## config.mk

```make
export PLATFORM = sky130hd
export DESIGN_NAME = slm_strap_pins
export DESIGN_NICKNAME = d
export VERILOG_FILES = /design/src/slm_pkg.sv /design/src/slm_strap_pins.sv
export VERILOG_INCLUDE_DIRS = /design/src
export SDC_FILE = /design/constraint.sdc
export NUM_CORES = 1
export LEC_CHECK = 0
export BUFFER_PORTS_ARGS = -buffer_cell sky130_fd_sc_hd__buf_2
export CORE_MARGIN = 2
export CORE_UTILIZATION = 49
export DETAILED_ROUTE_END_ITERATION = 10
export MAX_ROUTING_LAYER = met4
export PLACE_DENSITY = 0.88
export RECOVER_POWER = 100
export SETUP_SLACK_MARGIN = 0.5
export SLEW_MARGIN = 10
export SYNTH_ARGS = -nofsm -noshare
export SYNTH_HDL_FRONTEND = slang
export SYNTH_SLANG_ARGS = --single-unit
```

## constraint.sdc

```tcl
create_clock -name clk -period 1.87 [get_ports clk]
set_clock_uncertainty 0.1 [all_clocks]
set_input_delay 0.187 -clock clk [delete_from_list [all_inputs] [get_ports clk]]
set_output_delay 0.187 -clock clk [all_outputs]
set_load 0.03 [all_outputs]
```

## src/slm_cfg.svh

```systemverilog
// Constants of the strap latch and multifunction pin block.
// Assumes byte addresses on a 32-bit AXI4-Lite bus, low address byte decoded.
`ifndef SLM_CFG_SVH
`define SLM_CFG_SVH

// Register byte addresses.
`define SLM_ADDR_INPUT_A    8'h00
`define SLM_ADDR_INPUT_B    8'h04
`define SLM_ADDR_MCFG_ONE   8'h08
`define SLM_ADDR_MCFG_THREE 8'h0C
`define SLM_ADDR_MCFG_SIX   8'h10
`define SLM_ADDR_MCFG_TEN   8'h14
`define SLM_ADDR_MSTAT_TWO  8'h18
`define SLM_ADDR_OUT_FREQ   8'h1C
`define SLM_ADDR_GP_CTRL    8'h20
`define SLM_ADDR_GP_STAT    8'h24
`define SLM_ADDR_IRQ_CTRL   8'h28

// Field positions.
`define SLM_OUT_FREQ_SE_LSB   0
`define SLM_OUT_FREQ_DIFF_LSB 4
`define SLM_GP_VAL_LSB        4

// Reset values of the registers that no strap loads.
`define SLM_RST_BIT      1'h0
`define SLM_RST_GP_CTRL  8'h00
`define SLM_RST_IRQ_CTRL 5'h00

// Rate family encoding.
`define SLM_FAMILY_SDH   1'h0
`define SLM_FAMILY_SONET 1'h1

// Write response codes.
`define SLM_RESP_OKAY   2'h0
`define SLM_RESP_SLVERR 2'h2

`endif

```

## src/slm_pkg.sv

```systemverilog
// Types of the strap latch and multifunction pin block.
// Assumes slm_cfg.svh carries the numeric constants.
package slm_pkg;

  // Live status from the monitors and the DPLL.
  typedef struct packed {
    logic dpll_locked;
    logic ref_failed;
    logic ref_activity_lost;
    logic irq_pending;
  } slm_status_type;

  // Interrupt/loss pin control fields.
  typedef struct packed {
    logic gpo_val;
    logic gpo_mode;
    logic open_drain;
    logic active_high;
    logic loss_sel;
  } slm_irq_ctrl_type;

  // Whether straps are still to be taken or the pins run.
  typedef enum logic {
    SLM_PH_STRAP,
    SLM_PH_RUN
  } slm_phase_type;

endpackage : slm_pkg

```

## src/slm_strap_pins.sv

```systemverilog
// Strap latch and multifunction pins, with an AXI4-Lite register slave.
// Assumes straps and pin inputs are synchronous to clk and that the
// monitor and DPLL status arrive as levels on clk.
// Contract
// RULE_01 - At reset release load input strap code into both input config registers.
// RULE_02 - After release, input strap pins are ignored until next reset.
// RULE_03 - At release take three straps as single-ended output clock frequency code.
// RULE_04 - With ref-fail pin enabled, shared pin follows selected-reference-failed status.
// RULE_05 - With ref-fail pin disabled, that pin is high impedance.
// RULE_06 - With lock pin enabled, shared pin drives 1 locked, 0 unlocked.
// RULE_07 - With lock pin disabled, lock pin is driven low.
// RULE_08 - At release take three straps as differential output clock frequency code.
// RULE_09 - After release each general pin follows its direction and output bits.
// RULE_10 - Status register shows every general pin level whatever its direction.
// RULE_11 - Rate-family strap sets reset default of family bit and both digital selects.
// RULE_12 - Family value 0 means SDH rates, 1 means SONET rates.
// RULE_13 - Interrupt control select bit picks pin function; 0, default, is interrupt mode.
// RULE_14 - Interrupt mode offers selectable polarity and push-pull or open-drain drive.
// RULE_15 - Interrupt mode may instead make the pin a plain general output.
// RULE_16 - Select bit 1 shows live activity-monitor state of selected reference.
// RULE_17 - Open input straps pull down to give the 8kHz input default.
// RULE_18 - Open single-ended straps give the 19.44MHz output default.
// RULE_19 - Low reset returns all state to defaults; held two clocks minimum.
// RULE_20 - Straps are captured once per release and held until software writes.
//
// Added by the designer: the AXI4-Lite register port and the placing of the registers.
`timescale 1ns/10ps
`default_nettype none
`include "slm_cfg.svh"

module slm_strap_pins
  import slm_pkg::*;
(
  // Clock, reset and clock enable.
  input  wire logic           clk,
  input  wire logic           rstn,
  input  wire logic           ce,
  // AXI4-Lite write channels.
  input  wire logic [7:0]     awaddr,
  input  wire logic           awvalid,
  output logic                awready,
  input  wire logic [31:0]    wdata,
  input  wire logic [3:0]     wstrb,
  input  wire logic           wvalid,
  output logic                wready,
  output logic [1:0]          bresp,
  output logic                bvalid,
  input  wire logic           bready,
  // AXI4-Lite read channels.
  input  wire logic [7:0]     araddr,
  input  wire logic           arvalid,
  output logic                arready,
  output logic [31:0]         rdata,
  output logic [1:0]          rresp,
  output logic                rvalid,
  input  wire logic           rready,
  // Input-only strap pins.
  input  wire logic [2:0]     input_freq_strap,
  input  wire logic           se_out_freq_strap_bit0,
  // Strap bit one of the single-ended code, then reference-fail status.
  input  wire logic           selected_ref_failed_pin_in,
  output logic                selected_ref_failed_pin_out,
  output logic                selected_ref_failed_pin_oe,
  // Strap bit two of the single-ended code, then lock status.
  input  wire logic           lock_pin_in,
  output logic                lock_pin_out,
  output logic                lock_pin_oe,
  // Differential straps and rate family, then general pins one to four.
  input  wire logic [3:0]     gp_pin_in,
  output logic [3:0]          gp_pin_out,
  output logic [3:0]          gp_pin_oe,
  // Interrupt/loss pin, three-state output.
  output logic                irq_pin_out,
  output logic                irq_pin_oe,
  // Live status from the rest of the device.
  input  wire slm_status_type dev_status
);

  slm_phase_type    phase_ff;
  logic [3:0]       input_a_rate_ff;
  logic [3:0]       input_b_rate_ff;
  logic [2:0]       se_freq_ff;
  logic [2:0]       diff_freq_ff;
  logic             rate_family_ff;
  logic             dig1_family_ff;
  logic             dig2_family_ff;
  logic             lock_pin_en_ff;
  logic             ref_fail_pin_en_ff;
  logic [3:0]       gp_dir_ff;
  logic [3:0]       gp_val_ff;
  logic [3:0]       gp_level_ff;
  slm_irq_ctrl_type irq_ctrl_ff;
  logic             aw_held_ff;
  logic             w_held_ff;
  logic [7:0]       aw_addr_ff;
  logic [7:0]       w_byte_ff;
  logic             w_lane0_ff;
  logic             bvalid_ff;
  logic [1:0]       bresp_ff;
  logic             rvalid_ff;
  logic [31:0]      rdata_ff;
  logic [1:0]       rresp_ff;
  logic             wr_fire;
  logic             running;
  logic             irq_level;
  logic [31:0]      nxt_rdata;

  // Decode shared by the read and the write path.
  function automatic logic slm_mapped(input logic [7:0] addr);
    slm_mapped = (addr[1:0] == 2'h0) && (addr <= `SLM_ADDR_IRQ_CTRL);
  endfunction : slm_mapped

  // A register is written only on a whole fired write with lane 0 enabled.
  function automatic logic slm_hit(input logic [7:0] addr);
    slm_hit = wr_fire && w_lane0_ff && (aw_addr_ff == addr);
  endfunction : slm_hit

  assign running = (phase_ff == SLM_PH_RUN);

  // Phase: the first enabled edge after release takes the straps, once.
  always_ff @(posedge clk) begin
    if (!rstn) begin
      phase_ff <= SLM_PH_STRAP; // [RULE_19]
    end else if (ce) begin
      phase_ff <= SLM_PH_RUN; // [RULE_20]
    end
  end

  // Strap-loaded registers; after the capture only software changes them.
  always_ff @(posedge clk) begin
    if (!rstn) begin
      input_a_rate_ff <= 4'h0;
      input_b_rate_ff <= 4'h0;
      se_freq_ff      <= 3'h0;
      diff_freq_ff    <= 3'h0;
      rate_family_ff  <= `SLM_FAMILY_SDH;
      dig1_family_ff  <= `SLM_FAMILY_SDH;
      dig2_family_ff  <= `SLM_FAMILY_SDH;
    end else if (ce && !running) begin
      input_a_rate_ff <= {1'h0, input_freq_strap}; // [RULE_01]
      input_b_rate_ff <= {1'h0, input_freq_strap}; // [RULE_01]
      se_freq_ff      <= {lock_pin_in, selected_ref_failed_pin_in, se_out_freq_strap_bit0}; // [RULE_03]
      diff_freq_ff    <= gp_pin_in[2:0]; // [RULE_08]
      rate_family_ff  <= gp_pin_in[3]; // [RULE_11] [RULE_12]
      dig1_family_ff  <= gp_pin_in[3]; // [RULE_11]
      dig2_family_ff  <= gp_pin_in[3]; // [RULE_11]
    end else if (ce) begin
      // Straps are no longer looked at here. [RULE_02]
      if (slm_hit(`SLM_ADDR_INPUT_A)) input_a_rate_ff <= w_byte_ff[3:0];
      if (slm_hit(`SLM_ADDR_INPUT_B)) input_b_rate_ff <= w_byte_ff[3:0];
      if (slm_hit(`SLM_ADDR_OUT_FREQ)) begin
        se_freq_ff   <= w_byte_ff[`SLM_OUT_FREQ_SE_LSB +: 3];
        diff_freq_ff <= w_byte_ff[`SLM_OUT_FREQ_DIFF_LSB +: 3];
      end
      if (slm_hit(`SLM_ADDR_MCFG_THREE)) rate_family_ff <= w_byte_ff[0];
      if (slm_hit(`SLM_ADDR_MCFG_SIX)) begin
        dig1_family_ff <= w_byte_ff[0];
        dig2_family_ff <= w_byte_ff[1];
      end
    end
  end

  // Pin control registers with plain reset defaults.
  always_ff @(posedge clk) begin
    if (!rstn) begin
      lock_pin_en_ff     <= `SLM_RST_BIT;
      ref_fail_pin_en_ff <= `SLM_RST_BIT;
      {gp_val_ff, gp_dir_ff} <= `SLM_RST_GP_CTRL;
      irq_ctrl_ff        <= `SLM_RST_IRQ_CTRL; // [RULE_13]
    end else if (ce) begin
      if (slm_hit(`SLM_ADDR_MCFG_ONE)) lock_pin_en_ff <= w_byte_ff[0];
      if (slm_hit(`SLM_ADDR_MCFG_TEN)) ref_fail_pin_en_ff <= w_byte_ff[0];
      if (slm_hit(`SLM_ADDR_GP_CTRL)) {gp_val_ff, gp_dir_ff} <= w_byte_ff;
      if (slm_hit(`SLM_ADDR_IRQ_CTRL)) irq_ctrl_ff <= w_byte_ff[4:0];
    end
  end

  // General pin levels, sampled every enabled cycle whatever the direction.
  always_ff @(posedge clk) begin
    if (!rstn) begin
      gp_level_ff <= 4'h0;
    end else if (ce) begin
      gp_level_ff <= gp_pin_in; // [RULE_10]
    end
  end

  // Shared status pins; nothing drives before the straps are taken.
  always_comb begin
    selected_ref_failed_pin_oe  = running && ref_fail_pin_en_ff; // [RULE_04] [RULE_05]
    selected_ref_failed_pin_out = dev_status.ref_failed; // [RULE_04]
    lock_pin_oe    = running; // [RULE_07]
    lock_pin_out   = lock_pin_en_ff && dev_status.dpll_locked; // [RULE_06] [RULE_07]
  end

  // General pins, one slice per pin.
  for (genvar g = 0; g < 4; g++) begin : g_gp
    assign gp_pin_oe[g]  = running && gp_dir_ff[g]; // [RULE_09]
    assign gp_pin_out[g] = gp_val_ff[g]; // [RULE_09]
  end

  // Interrupt/loss pin. Open drain pulls low only and floats otherwise,
  // so the board pull-up decides the high level.
  always_comb begin
    irq_level = irq_ctrl_ff.active_high ? dev_status.irq_pending
                                        : !dev_status.irq_pending; // [RULE_14]
    if (!running) begin
      irq_pin_out = 1'h0;
      irq_pin_oe  = 1'h0;
    end else if (irq_ctrl_ff.loss_sel) begin
      irq_pin_out = dev_status.ref_activity_lost; // [RULE_16]
      irq_pin_oe  = 1'h1;
    end else if (irq_ctrl_ff.gpo_mode) begin
      irq_pin_out = irq_ctrl_ff.gpo_val; // [RULE_15]
      irq_pin_oe  = 1'h1;
    end else if (irq_ctrl_ff.open_drain) begin
      irq_pin_out = 1'h0; // [RULE_14]
      irq_pin_oe  = !irq_level;
    end else begin
      irq_pin_out = irq_level; // [RULE_14]
      irq_pin_oe  = 1'h1;
    end
  end

  // Write path: address and data are taken in either order, then answered.
  assign awready = ce && !aw_held_ff && !bvalid_ff;
  assign wready  = ce && !w_held_ff && !bvalid_ff;
  assign wr_fire = ce && aw_held_ff && w_held_ff && !bvalid_ff;
  assign bvalid  = bvalid_ff;
  assign bresp   = bresp_ff;

  always_ff @(posedge clk) begin
    if (!rstn) begin
      aw_held_ff <= 1'h0;
      w_held_ff  <= 1'h0;
      aw_addr_ff <= 8'h00;
      w_byte_ff  <= 8'h00;
      w_lane0_ff <= 1'h0;
      bvalid_ff  <= 1'h0;
      bresp_ff   <= `SLM_RESP_OKAY;
    end else if (ce) begin
      if (awvalid && awready) begin
        aw_held_ff <= 1'h1;
        aw_addr_ff <= awaddr;
      end
      if (wvalid && wready) begin
        w_held_ff  <= 1'h1;
        w_byte_ff  <= wdata[7:0];
        w_lane0_ff <= wstrb[0];
      end
      if (wr_fire) begin
        aw_held_ff <= 1'h0;
        w_held_ff  <= 1'h0;
        bvalid_ff  <= 1'h1;
        bresp_ff   <= slm_mapped(aw_addr_ff) ? `SLM_RESP_OKAY : `SLM_RESP_SLVERR;
      end else if (bvalid_ff && bready) begin
        bvalid_ff <= 1'h0;
      end
    end
  end

  // Read data; status words show live block state.
  always_comb begin
    nxt_rdata = 32'h0000_0000;
    unique case (araddr)
      `SLM_ADDR_INPUT_A:    nxt_rdata[3:0] = input_a_rate_ff;
      `SLM_ADDR_INPUT_B:    nxt_rdata[3:0] = input_b_rate_ff;
      `SLM_ADDR_MCFG_ONE:   nxt_rdata[0] = lock_pin_en_ff;
      `SLM_ADDR_MCFG_THREE: nxt_rdata[0] = rate_family_ff;
      `SLM_ADDR_MCFG_SIX:   nxt_rdata[1:0] = {dig2_family_ff, dig1_family_ff};
      `SLM_ADDR_MCFG_TEN:   nxt_rdata[0] = ref_fail_pin_en_ff;
      `SLM_ADDR_MSTAT_TWO:  nxt_rdata[0] = dev_status.ref_failed;
      `SLM_ADDR_OUT_FREQ:   nxt_rdata[6:0] = {diff_freq_ff, 1'h0, se_freq_ff};
      `SLM_ADDR_GP_CTRL:    nxt_rdata[7:0] = {gp_val_ff, gp_dir_ff};
      `SLM_ADDR_GP_STAT:    nxt_rdata[3:0] = gp_level_ff; // [RULE_10]
      `SLM_ADDR_IRQ_CTRL:   nxt_rdata[4:0] = irq_ctrl_ff;
      default:              nxt_rdata = 32'h0000_0000;
    endcase
  end

  // Read path: one read at a time, answered the cycle after it is taken.
  assign arready = ce && !rvalid_ff;
  assign rvalid  = rvalid_ff;
  assign rdata   = rdata_ff;
  assign rresp   = rresp_ff;

  always_ff @(posedge clk) begin
    if (!rstn) begin
      rvalid_ff <= 1'h0;
      rdata_ff  <= 32'h0000_0000;
      rresp_ff  <= `SLM_RESP_OKAY;
    end else if (ce) begin
      if (arvalid && arready) begin
        rvalid_ff <= 1'h1;
        rdata_ff  <= nxt_rdata;
        rresp_ff  <= slm_mapped(araddr) ? `SLM_RESP_OKAY : `SLM_RESP_SLVERR;
      end else if (rvalid_ff && rready) begin
        rvalid_ff <= 1'h0;
      end
    end
  end
endmodule : slm_strap_pins
`default_nettype wire

```

==> reports/qor.yml, run 1 <==
run_status:
  run_status: "finished with violations"
  violations: "hold timing, setup timing"
global_routing:
  grt_pass1_vias: 3223
  overall_overflow_remaining_after_global_route: 0
  grt_pass1_wl_um: 15400
  grt.total_usage: 0.269
  antenna_violations_before_repair: 0
  largest_net_degree_at_the_start_of_global_routing: 44
yosys:
  synth_area_leaders: "sky130_fd_sc_hd__dfxtp_1 40%, sky130_fd_sc_hd__mux2i_1 9.2%, sky130_fd_sc_hd__buf_4 6.2%"
  synth_top_cells_by_count: "68 x sky130_fd_sc_hd__dfxtp_1, 56 x sky130_fd_sc_hd__nand2_1, 32 x sky130_fd_sc_hd__a21oi_1"
  synth_largest_type_area_fraction: 0.404
  netlist-cell-type-count: 48
  synth_cells: 396
  synth_top_cell_by_area: "sky130_fd_sc_hd__dfxtp_1"
  postSynthRegisterBits: 68
  edff_count_synth: 0
  netlist_area_sq_mm: 0.00337
  avgSynthCellArea_sq_um: 8.52
  seq_area_frac_synth: 0.404
  async_sr_flop_fraction: 0
  synth_most_common_cell: "sky130_fd_sc_hd__dfxtp_1"
  synth_flop_cell: "sky130_fd_sc_hd__dfxtp_1"
  yosysWarningCount: 0
floorplan:
  design.portCount: 129
  dieWidth_um: 87.0
  floorplan.die.height_um: 87.0
  fp.dieArea_sq_mm: 0.00756
  rows: 30
  placeableCoreArea_sq_mm: 0.00672
  initial_core_util: 0.502
critical_path:
  critical-path-max-stage-delay_ns: 0.37
  worst_setup_path_end_kind: "register"
  crit_slowest_cell: "sky130_fd_sc_hd__and4b_2"
  r2r-end: "gp_pin_out[0]"
  timing.rr.start: "bvalid"
  critical_path_required_ns: 1.95
  worstPathCellList: "and4b_2, nand3b_4, buf_6, nor2_4, buf_12, mux2i_1, nor2_1"
  reg2reg_depth: 7
  reg2reg_slack_ns: -0.07
  critical_path.startpoint_type: "register"
  critical_path_peak_fanout: 8
  arrival_ns: 2.03
  criticalPathCategory: "register to register"
clock_network:
  ctsRootBufferMaster: "sky130_fd_sc_hd__clkbuf_8"
  clock_sink_total: 68
  clkLatencyLatePin_ns: 0.35
  worst_setup_hold_path_clk_slew_ns: 0.08
  cts-buffers-inserted: 9
  cts-htree-levels: 3
  cts_tree: "done"
  cts_buffer_depth: 2
placed_design:
  port-buffer-count: 75
  dpl-instance-area_sq_mm: 0.00385
  place_congestion: 0.884
  place_inst: 541
  detailedPlacementHpwl_um: 6120
sta:
  max_slew_margin: 0.416
  final_min_period_over_clock_period: 1.04
  rsz0062_at_grt: "yes"
  worst_pin_slew_ns: 0.875
  finalCriticalPeriod_ns: 1.94
  finalSetupTns_ns: -0.0722
  hold_violations: 1
  final_critical_path_setup_slack_ns: -0.0722
  final_report_setup_violation_count: 1
  final_max_slew_viol_count: 0
  timing.fmax_mhz: 515
  fin_worst_hold_slack_ns: -0.0122
route:
  postRouteWirelength_um: 12000
  post_drt_wl_per_cell_um: 19.9
  drcViolationCount: 0
  route.antenna.remaining_nets: 0
  drt_iter0_markers: 422
  drt_first_pass_iters: 5
  drt_via_density: 6.03
  num_vias: 3620
worst_hold_path:
  worstHoldStart: "wdata[0]"
  hold-path-endpoint: "w_byte_ff[0]"
  timing.hold.worst.class: "input pin to register"
  hold-path-cell-count: 3
cells_and_area:
  n_antenna_cell: 0
  post_layout_nonfiller_instances: 600
  area_overhead_vs_synth_pct: 43.9
  num-nets-final: 590
  drive_gt1_frac: 0.419
  final_design_area_no_fill_sq_mm: 0.00485
flow_run:
  max_cap_violations: 0
power:
  power.density_mw_per_mm2: 670
  worst_ir_drop_vdd_mv: 0.544
  leakage_uw: 0.00190
-- worst max-delay path, delay by kind of cell, from the launching register on --
| kind | cells | cell delay, ns |
|---|---|---|
| buffers and inverters | 2 | 0.31 |
| and+or+nand+nor | 4 | 0.72 |
| DFF | 1 | 0.35 |
| muxes | 1 | 0.28 |
-- cell families (layout without fill, tap and decap cells) --
family | after synthesis | after routing | synth area share
and+or+nand+nor | 143 | 144 | 0.223
AOI/OAI and AO/OA | 96 | 96 | 0.170
DFF | 68 | 68 | 0.404
buffers and inverters | 53 | 151 | 0.0917
muxes | 34 | 34 | 0.109
other | 1 | 26 | 0.00111
xor gates and xnor gates | 1 | 1 | 0.00260
-- final cells by class --
type                    count  area, sq um
multi-input cells         301         2190
fillers                   434         1870
flip-flops and latches     68         1390
repair buffers            133          992
clock buffers              12          145
well taps                  80          100
clock inverters             3         15.0
inverters                   3         15.0
-- per-stage QoR --
stage	power (uW)	setup WS, ns	util
CTS	3120	0.133	0.661
global route	3340	-0.0992	0.722
global placement	2030	0.0823	0.574
floorplan	1940	0.122	-
finish	3250	-0.0722	0.722
detailed placement	2040	0.00188	0.574
-- placed cells by master (no fill, tap or decap), types with 5 or more instances in the layout --
cell                            netlist  layout
sky130_fd_sc_hd__a21oi_1             32      23
sky130_fd_sc_hd__nor2_2               0       5
sky130_fd_sc_hd__conb_1               1      26
sky130_fd_sc_hd__a21boi_1             0       8
sky130_fd_sc_hd__o21ai_1              0       5
sky130_fd_sc_hd__buf_6                0      30
sky130_fd_sc_hd__nand3_1              8       6
sky130_fd_sc_hd__nor2_1              29      20
sky130_fd_sc_hd__o21ai_0             30      24
sky130_fd_sc_hd__a21oi_2              0       9
sky130_fd_sc_hd__nand2_1             56      34
sky130_fd_sc_hd__nand2_2              0      21
sky130_fd_sc_hd__mux2i_1             31      30
sky130_fd_sc_hd__buf_4               28      18
sky130_fd_sc_hd__clkbuf_8             0      10
sky130_fd_sc_hd__and2_4               0       7
sky130_fd_sc_hd__dfxtp_1             68      53
sky130_fd_sc_hd__dfxtp_2              0      10
sky130_fd_sc_hd__clkbuf_1            16      17
sky130_fd_sc_hd__nor2_4               2       6
sky130_fd_sc_hd__dlygate4sd3_1        0      16
sky130_fd_sc_hd__buf_2                4      51
sky130_fd_sc_hd__dfxtp_4              0       5
sky130_fd_sc_hd__nor2b_1              8       6
sky130_fd_sc_hd__a21boi_2             0       6
-- metal layers --
layer  GRT usage  wire length (um)  vias to the layer above
li1            -                 -                     1580
met1       0.315              4420                     1707
met2       0.444              5800                      255
met3      0.0427               975                       78
met4       0.143               766                        0
met5           -                 0                        -
-- flip-flops by register name, summed over array words and instances, names as in the netlist, 4 cells and up --
name             flops
gp_pin_out           4
rdata                8
aw_addr_ff           8
input_b_rate_ff      4
gp_level_ff          4
irq_ctrl_ff          5
gp_dir_ff            4
input_a_rate_ff      4
w_byte_ff            8
-- timing repair --
item,in CTS,in global routing
pin swaps,11,36
setup buffers,13,14
hold buffers,15,1
hold endpoints to repair,15,1
gates cloned,1,0
endpoints found under the setup margin,60,64
gates resized for setup,58,104
-- power by group --
part / switching [uW] / leakage [uW] / internal (uW)
logic: 368 / 0.00125 / 233
registers: 63.1 / 0.000564 / 1510
clock network: 572 / 0.0000860 / 505
total: 1000 / 0.00190 / 2250
-- worst max path at each step --
stage	from	endpoint	depth (start not counted)	slack (ns)
4_1_cts	aw_addr_ff[5]	input_a_rate_ff[1]	5	0.13
3_3_place_gp	aw_addr_ff[7]	input_a_rate_ff[1]	5	0.08
5_1_grt	bvalid	gp_pin_out[0]	7	-0.1
2_1_floorplan	bvalid	input_a_rate_ff[1]	7	0.12
3_5_place_dp	aw_addr_ff[7]	input_a_rate_ff[1]	5	0.002
6_report	bvalid	gp_pin_out[0]	7	-0.07
Note: power is estimated with default switching activity, not from simulation.
==> run 2: changes to the inputs <==
--- a/config.mk
+++ b/config.mk
@@ -8,10 +8,10 @@
 export LEC_CHECK = 0
 export BUFFER_PORTS_ARGS = -buffer_cell sky130_fd_sc_hd__buf_2
 export CORE_MARGIN = 2
-export CORE_UTILIZATION = 49
+export CORE_UTILIZATION = 45
 export DETAILED_ROUTE_END_ITERATION = 10
 export MAX_ROUTING_LAYER = met4
-export PLACE_DENSITY = 0.88
+export PLACE_DENSITY = 0.82
 export RECOVER_POWER = 100
 export SETUP_SLACK_MARGIN = 0.5
 export SLEW_MARGIN = 10
==> run 2 against run 1 <==
The run now ends clean; worst setup slack better by 0.17 ns; largest power group unchanged; clock-buffer cell count shrank 1; fmax increased by 9.4%; final area down 3.8%.
==> reports/qor.yml, run 2 (synthesis gave the netlist of run 1 again) <==
global_routing:
  overall_overflow_remaining_after_global_route: 0
  grt.total_usage: 0.245
  antenna_violations_before_repair: 0
  largest_net_degree_at_the_start_of_global_routing: 25
  grt_pass1_wl_um: 15600
  grt_pass1_vias: 3219
critical_path:
  timing.rr.start: "bvalid"
  critical_path.startpoint_type: "register"
  critical-path-max-stage-delay_ns: 0.35
  arrival_ns: 1.92
  worstPathCellList: "and4b_1, nand3b_4, o31ai_2, clkbuf_2, nand4_1, and3b_1"
  crit_slowest_cell: "sky130_fd_sc_hd__and4b_1"
  criticalPathCategory: "register to register"
  critical_path_required_ns: 2.01
  critical_path_peak_fanout: 7
  worstSetupStartpoint: "bvalid"
  worst_setup_path_end_kind: "register"
floorplan:
  floorplan.die.height_um: 90.6
  dieWidth_um: 90.6
  rows: 31
  initial_core_util: 0.465
  fp.dieArea_sq_mm: 0.00820
  placeableCoreArea_sq_mm: 0.00725
  design.portCount: 129
cells_and_area:
  drive_gt1_frac: 0.288
  mostFrequentLayoutCells: "58 x sky130_fd_sc_hd__dfxtp_1, 54 x sky130_fd_sc_hd__nand2_1, 42 x sky130_fd_sc_hd__buf_2"
  post_layout_nonfiller_instances: 624
  area_overhead_vs_synth_pct: 38.5
  n_antenna_cell: 0
  mostFrequentLayoutCell: "sky130_fd_sc_hd__dfxtp_1"
  num-nets-final: 594
route:
  post_drt_wl_per_cell_um: 17.1
  highest-signal-layer: "met4"
  num_vias: 3414
  drt_iter0_markers: 252
  wl_met3_um: 793
  met2RoutedLength_um: 5310
  drt_first_pass_iters: 5
  wl_met1_um: 4070
  drt_via_density: 5.47
  route.antenna.remaining_nets: 0
  postRouteWirelength_um: 10700
  drcViolationCount: 0
power:
  worst_ir_drop_vdd_mv: 0.458
  power_switching_uw: 982
  internal-power_uw: 2410
  part_of_the_power_in_registers: 0.461
  power.total_uw: 3390
  p_clk_frac: 0.378
  power.combinational.fraction: 0.161
  power.density_mw_per_mm2: 726
  sw_share: 0.290
  leakage_uw: 0.00183
clock_network:
  worst_setup_hold_path_clk_slew_ns: 0.07
  cts-buffers-inserted: 9
  cts-htree-levels: 3
  clock_sink_total: 68
  cts_tree: "done"
  ctsRootBufferMaster: "sky130_fd_sc_hd__clkbuf_8"
  cts_buffer_depth: 2
  clkLatencyLatePin_ns: 0.36
sta:
  timing.fmax_mhz: 563
  finalCriticalPeriod_ns: 1.78
  final_report_setup_violation_count: 0
  final_min_period_over_clock_period: 0.950
  max_slew_margin: 0.513
  worst_pin_slew_ns: 0.730
  rsz0062_at_grt: "yes"
  final_max_slew_viol_count: 0
  finalSetupTns_ns: 0
  hold_violations: 0
placed_design:
  port-buffer-count: 75
  detailedPlacementHpwl_um: 6330
  place_inst: 561
  place_congestion: 0.848
worst_hold_path:
  worstHoldStart: "se_out_freq_strap_bit0"
  timing.hold.worst.class: "input pin to register"
flow_run:
  max_cap_violations: 0
run_status:
  run_status: "finished clean"
-- run 2: changes by cell type in the layout (fill, tap and decap cells not counted), sizes merged, moves of 2 or more --
cell | previous run | this run
inv | 2 | 4
buf | 101 | 82
clkinv | 3 | 1
dlygate4sd3 | 16 | 20
clkbuf | 28 | 46
-- run 2: area by class of cell --
cell class                      count  area [sq um]
Tap cell                           99           124
Clock buffer                       11           151
Fill cell                         586          2580
Inverter                            3          11.3
Timing Repair Buffer              137           941
Clock inverter                      5          58.8
Sequential cell                    68          1390
Multi-Input combinational cell    301          2000
-- run 2: routing by layer --
| layer | vias up | GRT usage |
|---|---|---|
| li1 | 1582 | - |
| met1 | 1585 | 0.278 |
| met2 | 196 | 0.404 |
| met3 | 51 | 0.0526 |
| met4 | 0 | 0.136 |
| met5 | - | - |
-- run 2: power groups by stage --
stage / Sequential, uW / Clock, uW / Combinational, uW
2_1_floorplan: 1600 / 0 / 340
3_3_place_gp: 1590 / 0 / 442
3_5_place_dp: 1590 / 0 / 451
6_report: 1560 / 1280 / 544
5_1_grt: 1570 / 1350 / 582
4_1_cts: 1560 / 1290 / 518
-- run 2: final timing paths --
| kind | endpoint | slack (ns) | cells past startpoint |
|---|---|---|---|
| worst max-delay path | dig2_family_ff | 0.09 | 6 |
| worst min-delay path | se_freq_ff[0] | 0.04 | 3 |
| worst max register to register | dig2_family_ff | 0.09 | 6 |
| worst min register to register | rdata[1] | 0.37 | 2 |
-- run 2: what timing repair did --
item | CTS | global route
hold buffers | 20 | 0
cloned | 1 | 1
hold endpoints to repair | 20 | 0
buffers inserted | 12 | 13
pin swaps | 21 | 31
gates resized for setup | 54 | 56
endpoints found under the setup margin | 58 | 66
-- run 2: worst max-delay path: cells and delay by family (launching register included) --
kind	cells	cell delay (ns)
compound gates	1	0.26
buf+inv	1	0.18
flops	1	0.33
simple gates	4	0.80
-- run 2: stage by stage --
stage	util	hold WS, ns	setup slack [ns]	area [sq um]
3_5_place_dp	0.536	0.335	0.0345	3880
2_1_floorplan	-	0.223	0.122	3580
4_1_cts	0.628	0.0128	0.160	4560
5_1_grt	0.644	0.0399	0.00141	4670
3_3_place_gp	0.536	0.328	0.0781	3880
6_report	0.644	0.0380	0.0942	4670
==> run 3: changes to the inputs <==
--- a/config.mk
+++ b/config.mk
@@ -13,6 +13,7 @@
 export MAX_ROUTING_LAYER = met4
 export PLACE_DENSITY = 0.82
 export RECOVER_POWER = 100
+export REMOVE_ABC_BUFFERS = 1
 export SETUP_SLACK_MARGIN = 0.5
 export SLEW_MARGIN = 10
 export SYNTH_ARGS = -nofsm -noshare
==> run 3 against run 2 <==
Core utilization decreased by 1.8 points; sequential share of layout area grew 0.62 points; cell count shrank 1.3%; wire length fell by 4.3%; power grew 1.7%; via count decreased by 2.3%; final area is 2.8% lower; global-route usage down 0.94 points; register-to-register slack barely moved; hold slack got worse by 0.027 ns; critical endpoint is now input_b_rate_ff[3]; highest routed layer unchanged.
==> reports/qor.yml, run 3 (synthesis gave the netlist of run 1 again) <==
clock_network:
  cts-buffers-inserted: 9
  cts_tree: "done"
  clock_sink_total: 68
  clkLatencyLatePin_ns: 0.35
  cts_buffer_depth: 2
  cts-htree-levels: 3
  ctsRootBufferMaster: "sky130_fd_sc_hd__clkbuf_8"
  worst_setup_hold_path_clk_slew_ns: 0.08
sta:
  rsz0062_at_grt: "yes"
  timing.fmax_mhz: 560
  finalCriticalPeriod_ns: 1.79
  hold_violations: 0
  fin_worst_hold_slack_ns: 0.0109
  finalSetupTns_ns: 0
  final_min_period_over_clock_period: 0.955
  final_report_setup_violation_count: 0
  final_max_slew_viol_count: 0
power:
  power.combinational.fraction: 0.152
  leakage_uw: 0.00176
  power.total_uw: 3440
  internal-power_uw: 2490
  worst_ir_drop_vdd_mv: 0.372
  part_of_the_power_in_registers: 0.454
  power.density_mw_per_mm2: 759
  power_switching_uw: 956
  sw_share: 0.278
  p_clk_frac: 0.394
placed_design:
  port-buffer-count: 75
  place_congestion: 0.879
  place_inst: 567
  detailedPlacementHpwl_um: 6210
critical_path:
  criticalPathCategory: "register to register"
  critical-path-max-stage-delay_ns: 0.36
  critical_path_peak_fanout: 4
  worst_setup_path_end_kind: "register"
  critical_path_buf_inv_count: 2
  critical_path_required_ns: 2.01
  crit_slowest_cell: "sky130_fd_sc_hd__dfxtp_2"
  worstPathCellList: "nor4b_4, nand4b_1, buf_4, buf_4, o21ai_2, a21oi_2"
  critical_path.startpoint_type: "register"
  arrival_ns: 1.92
  top_family_by_delay_on_critical_path: "simple AND/OR/NAND/NOR gates"
  critPathMostFrequentCell: "sky130_fd_sc_hd__buf_4"
cells_and_area:
  drive_gt1_frac: 0.280
  area_of_combinational_cells_with_multiple_inputs_sq_mm: 0.00197
  mostFrequentLayoutCell: "sky130_fd_sc_hd__dfxtp_1"
  area_overhead_vs_synth_pct: 34.7
  combined_flip_flop_and_latch_cell_area_sq_mm: 0.00138
  mostFrequentLayoutCells: "60 x sky130_fd_sc_hd__dfxtp_1, 54 x sky130_fd_sc_hd__nand2_1, 46 x sky130_fd_sc_hd__buf_2"
  num-nets-final: 586
  fillCellCount: 603
  n_antenna_cell: 0
  post_layout_nonfiller_instances: 616
global_routing:
  antenna_violations_before_repair: 0
  grt_pass1_vias: 3083
  overall_overflow_remaining_after_global_route: 0
  largest_net_degree_at_the_start_of_global_routing: 27
  grt_pass1_wl_um: 15000
  grt.total_usage: 0.236
floorplan:
  dieWidth_um: 90.6
  initial_core_util: 0.465
  design.portCount: 129
  placeableCoreArea_sq_mm: 0.00725
  rows: 31
  floorplan.die.height_um: 90.6
  fp.dieArea_sq_mm: 0.00820
worst_hold_path:
  timing.hold.worst.class: "input pin to register"
route:
  drt_via_density: 5.42
  route.antenna.remaining_nets: 0
  drt_iter0_markers: 272
  drcViolationCount: 0
  drt_first_pass_iters: 5
  post_drt_wl_per_cell_um: 16.6
  postRouteWirelength_um: 10200
  num_vias: 3337
run_status:
  run_status: "finished clean"
flow_run:
  max_cap_violations: 0
[run 3: metrics by stage]
stage / cell area (sq um) / utilization / worst slack, ns
final: 4540 / 0.626 / 0.0847
after global routing: 4540 / 0.626 / -0.00755
after CTS: 4440 / 0.613 / 0.157
after detailed placement: 3840 / 0.530 / 0.0417
after global placement: 3840 / 0.530 / 0.0812
after floorplan: 3170 / - / -0.0621
[run 3: cell type report]
type,instances,share of cell area
well taps,99,0.0273
multi-input cells,301,0.435
flip-flops and latches,68,0.303
repair buffers,129,0.183
clock inverters,6,0.0193
inverters,3,0.00248
clock buffers,10,0.0303
[run 3: final timing paths]
check / start / depth (start not counted) / endpoint / slack (ns)
max: aw_addr_ff[5] / 6 / input_b_rate_ff[3] / 0.08
min: wdata[1] / 3 / w_byte_ff[1] / 0.01
max reg2reg: aw_addr_ff[5] / 6 / input_b_rate_ff[3] / 0.08
min reg2reg: rdata[1] / 2 / rdata[1] / 0.36
[run 3: worst reg2reg max path, delay by kind of cell (launching register included)]
family                 cells  cell delay, ns
flip-flops                 1            0.36
buffers and inverters      2            0.35
AND/OR/NAND/NOR            2            0.60
AO/OA/AOI/OAI              2            0.27
[run 3: metal layers]
metal	share of wire	up-vias	wire length [um]	global-route usage
met4	0.032	0	323	0.115
met3	0.071	32	723	0.0426
met5	0	-	0	-
li1	-	1560	-	-
met1	0.40	1580	4120	0.288
met2	0.50	165	5080	0.376
[run 3: power groups by stage]
stage | Clock, uW | Combinational, uW | Sequential (uW)
2_1_floorplan | 0 | 243 | 1610
3_3_place_gp | 0 | 436 | 1590
3_5_place_dp | 0 | 445 | 1590
4_1_cts | 1370 | 493 | 1560
5_1_grt | 1430 | 565 | 1570
6_report | 1360 | 525 | 1560
[run 3: repair_timing]
| item | CTS | global route |
|---|---|---|
| pin swaps | 20 | 16 |
| hold endpoints to repair | 16 | 1 |
| buffers inserted | 5 | 9 |
| gates cloned | 1 | 1 |
| setup endpoints to repair | 60 | 66 |
| hold buffers | 16 | 1 |
| gates resized for setup | 54 | 49 |
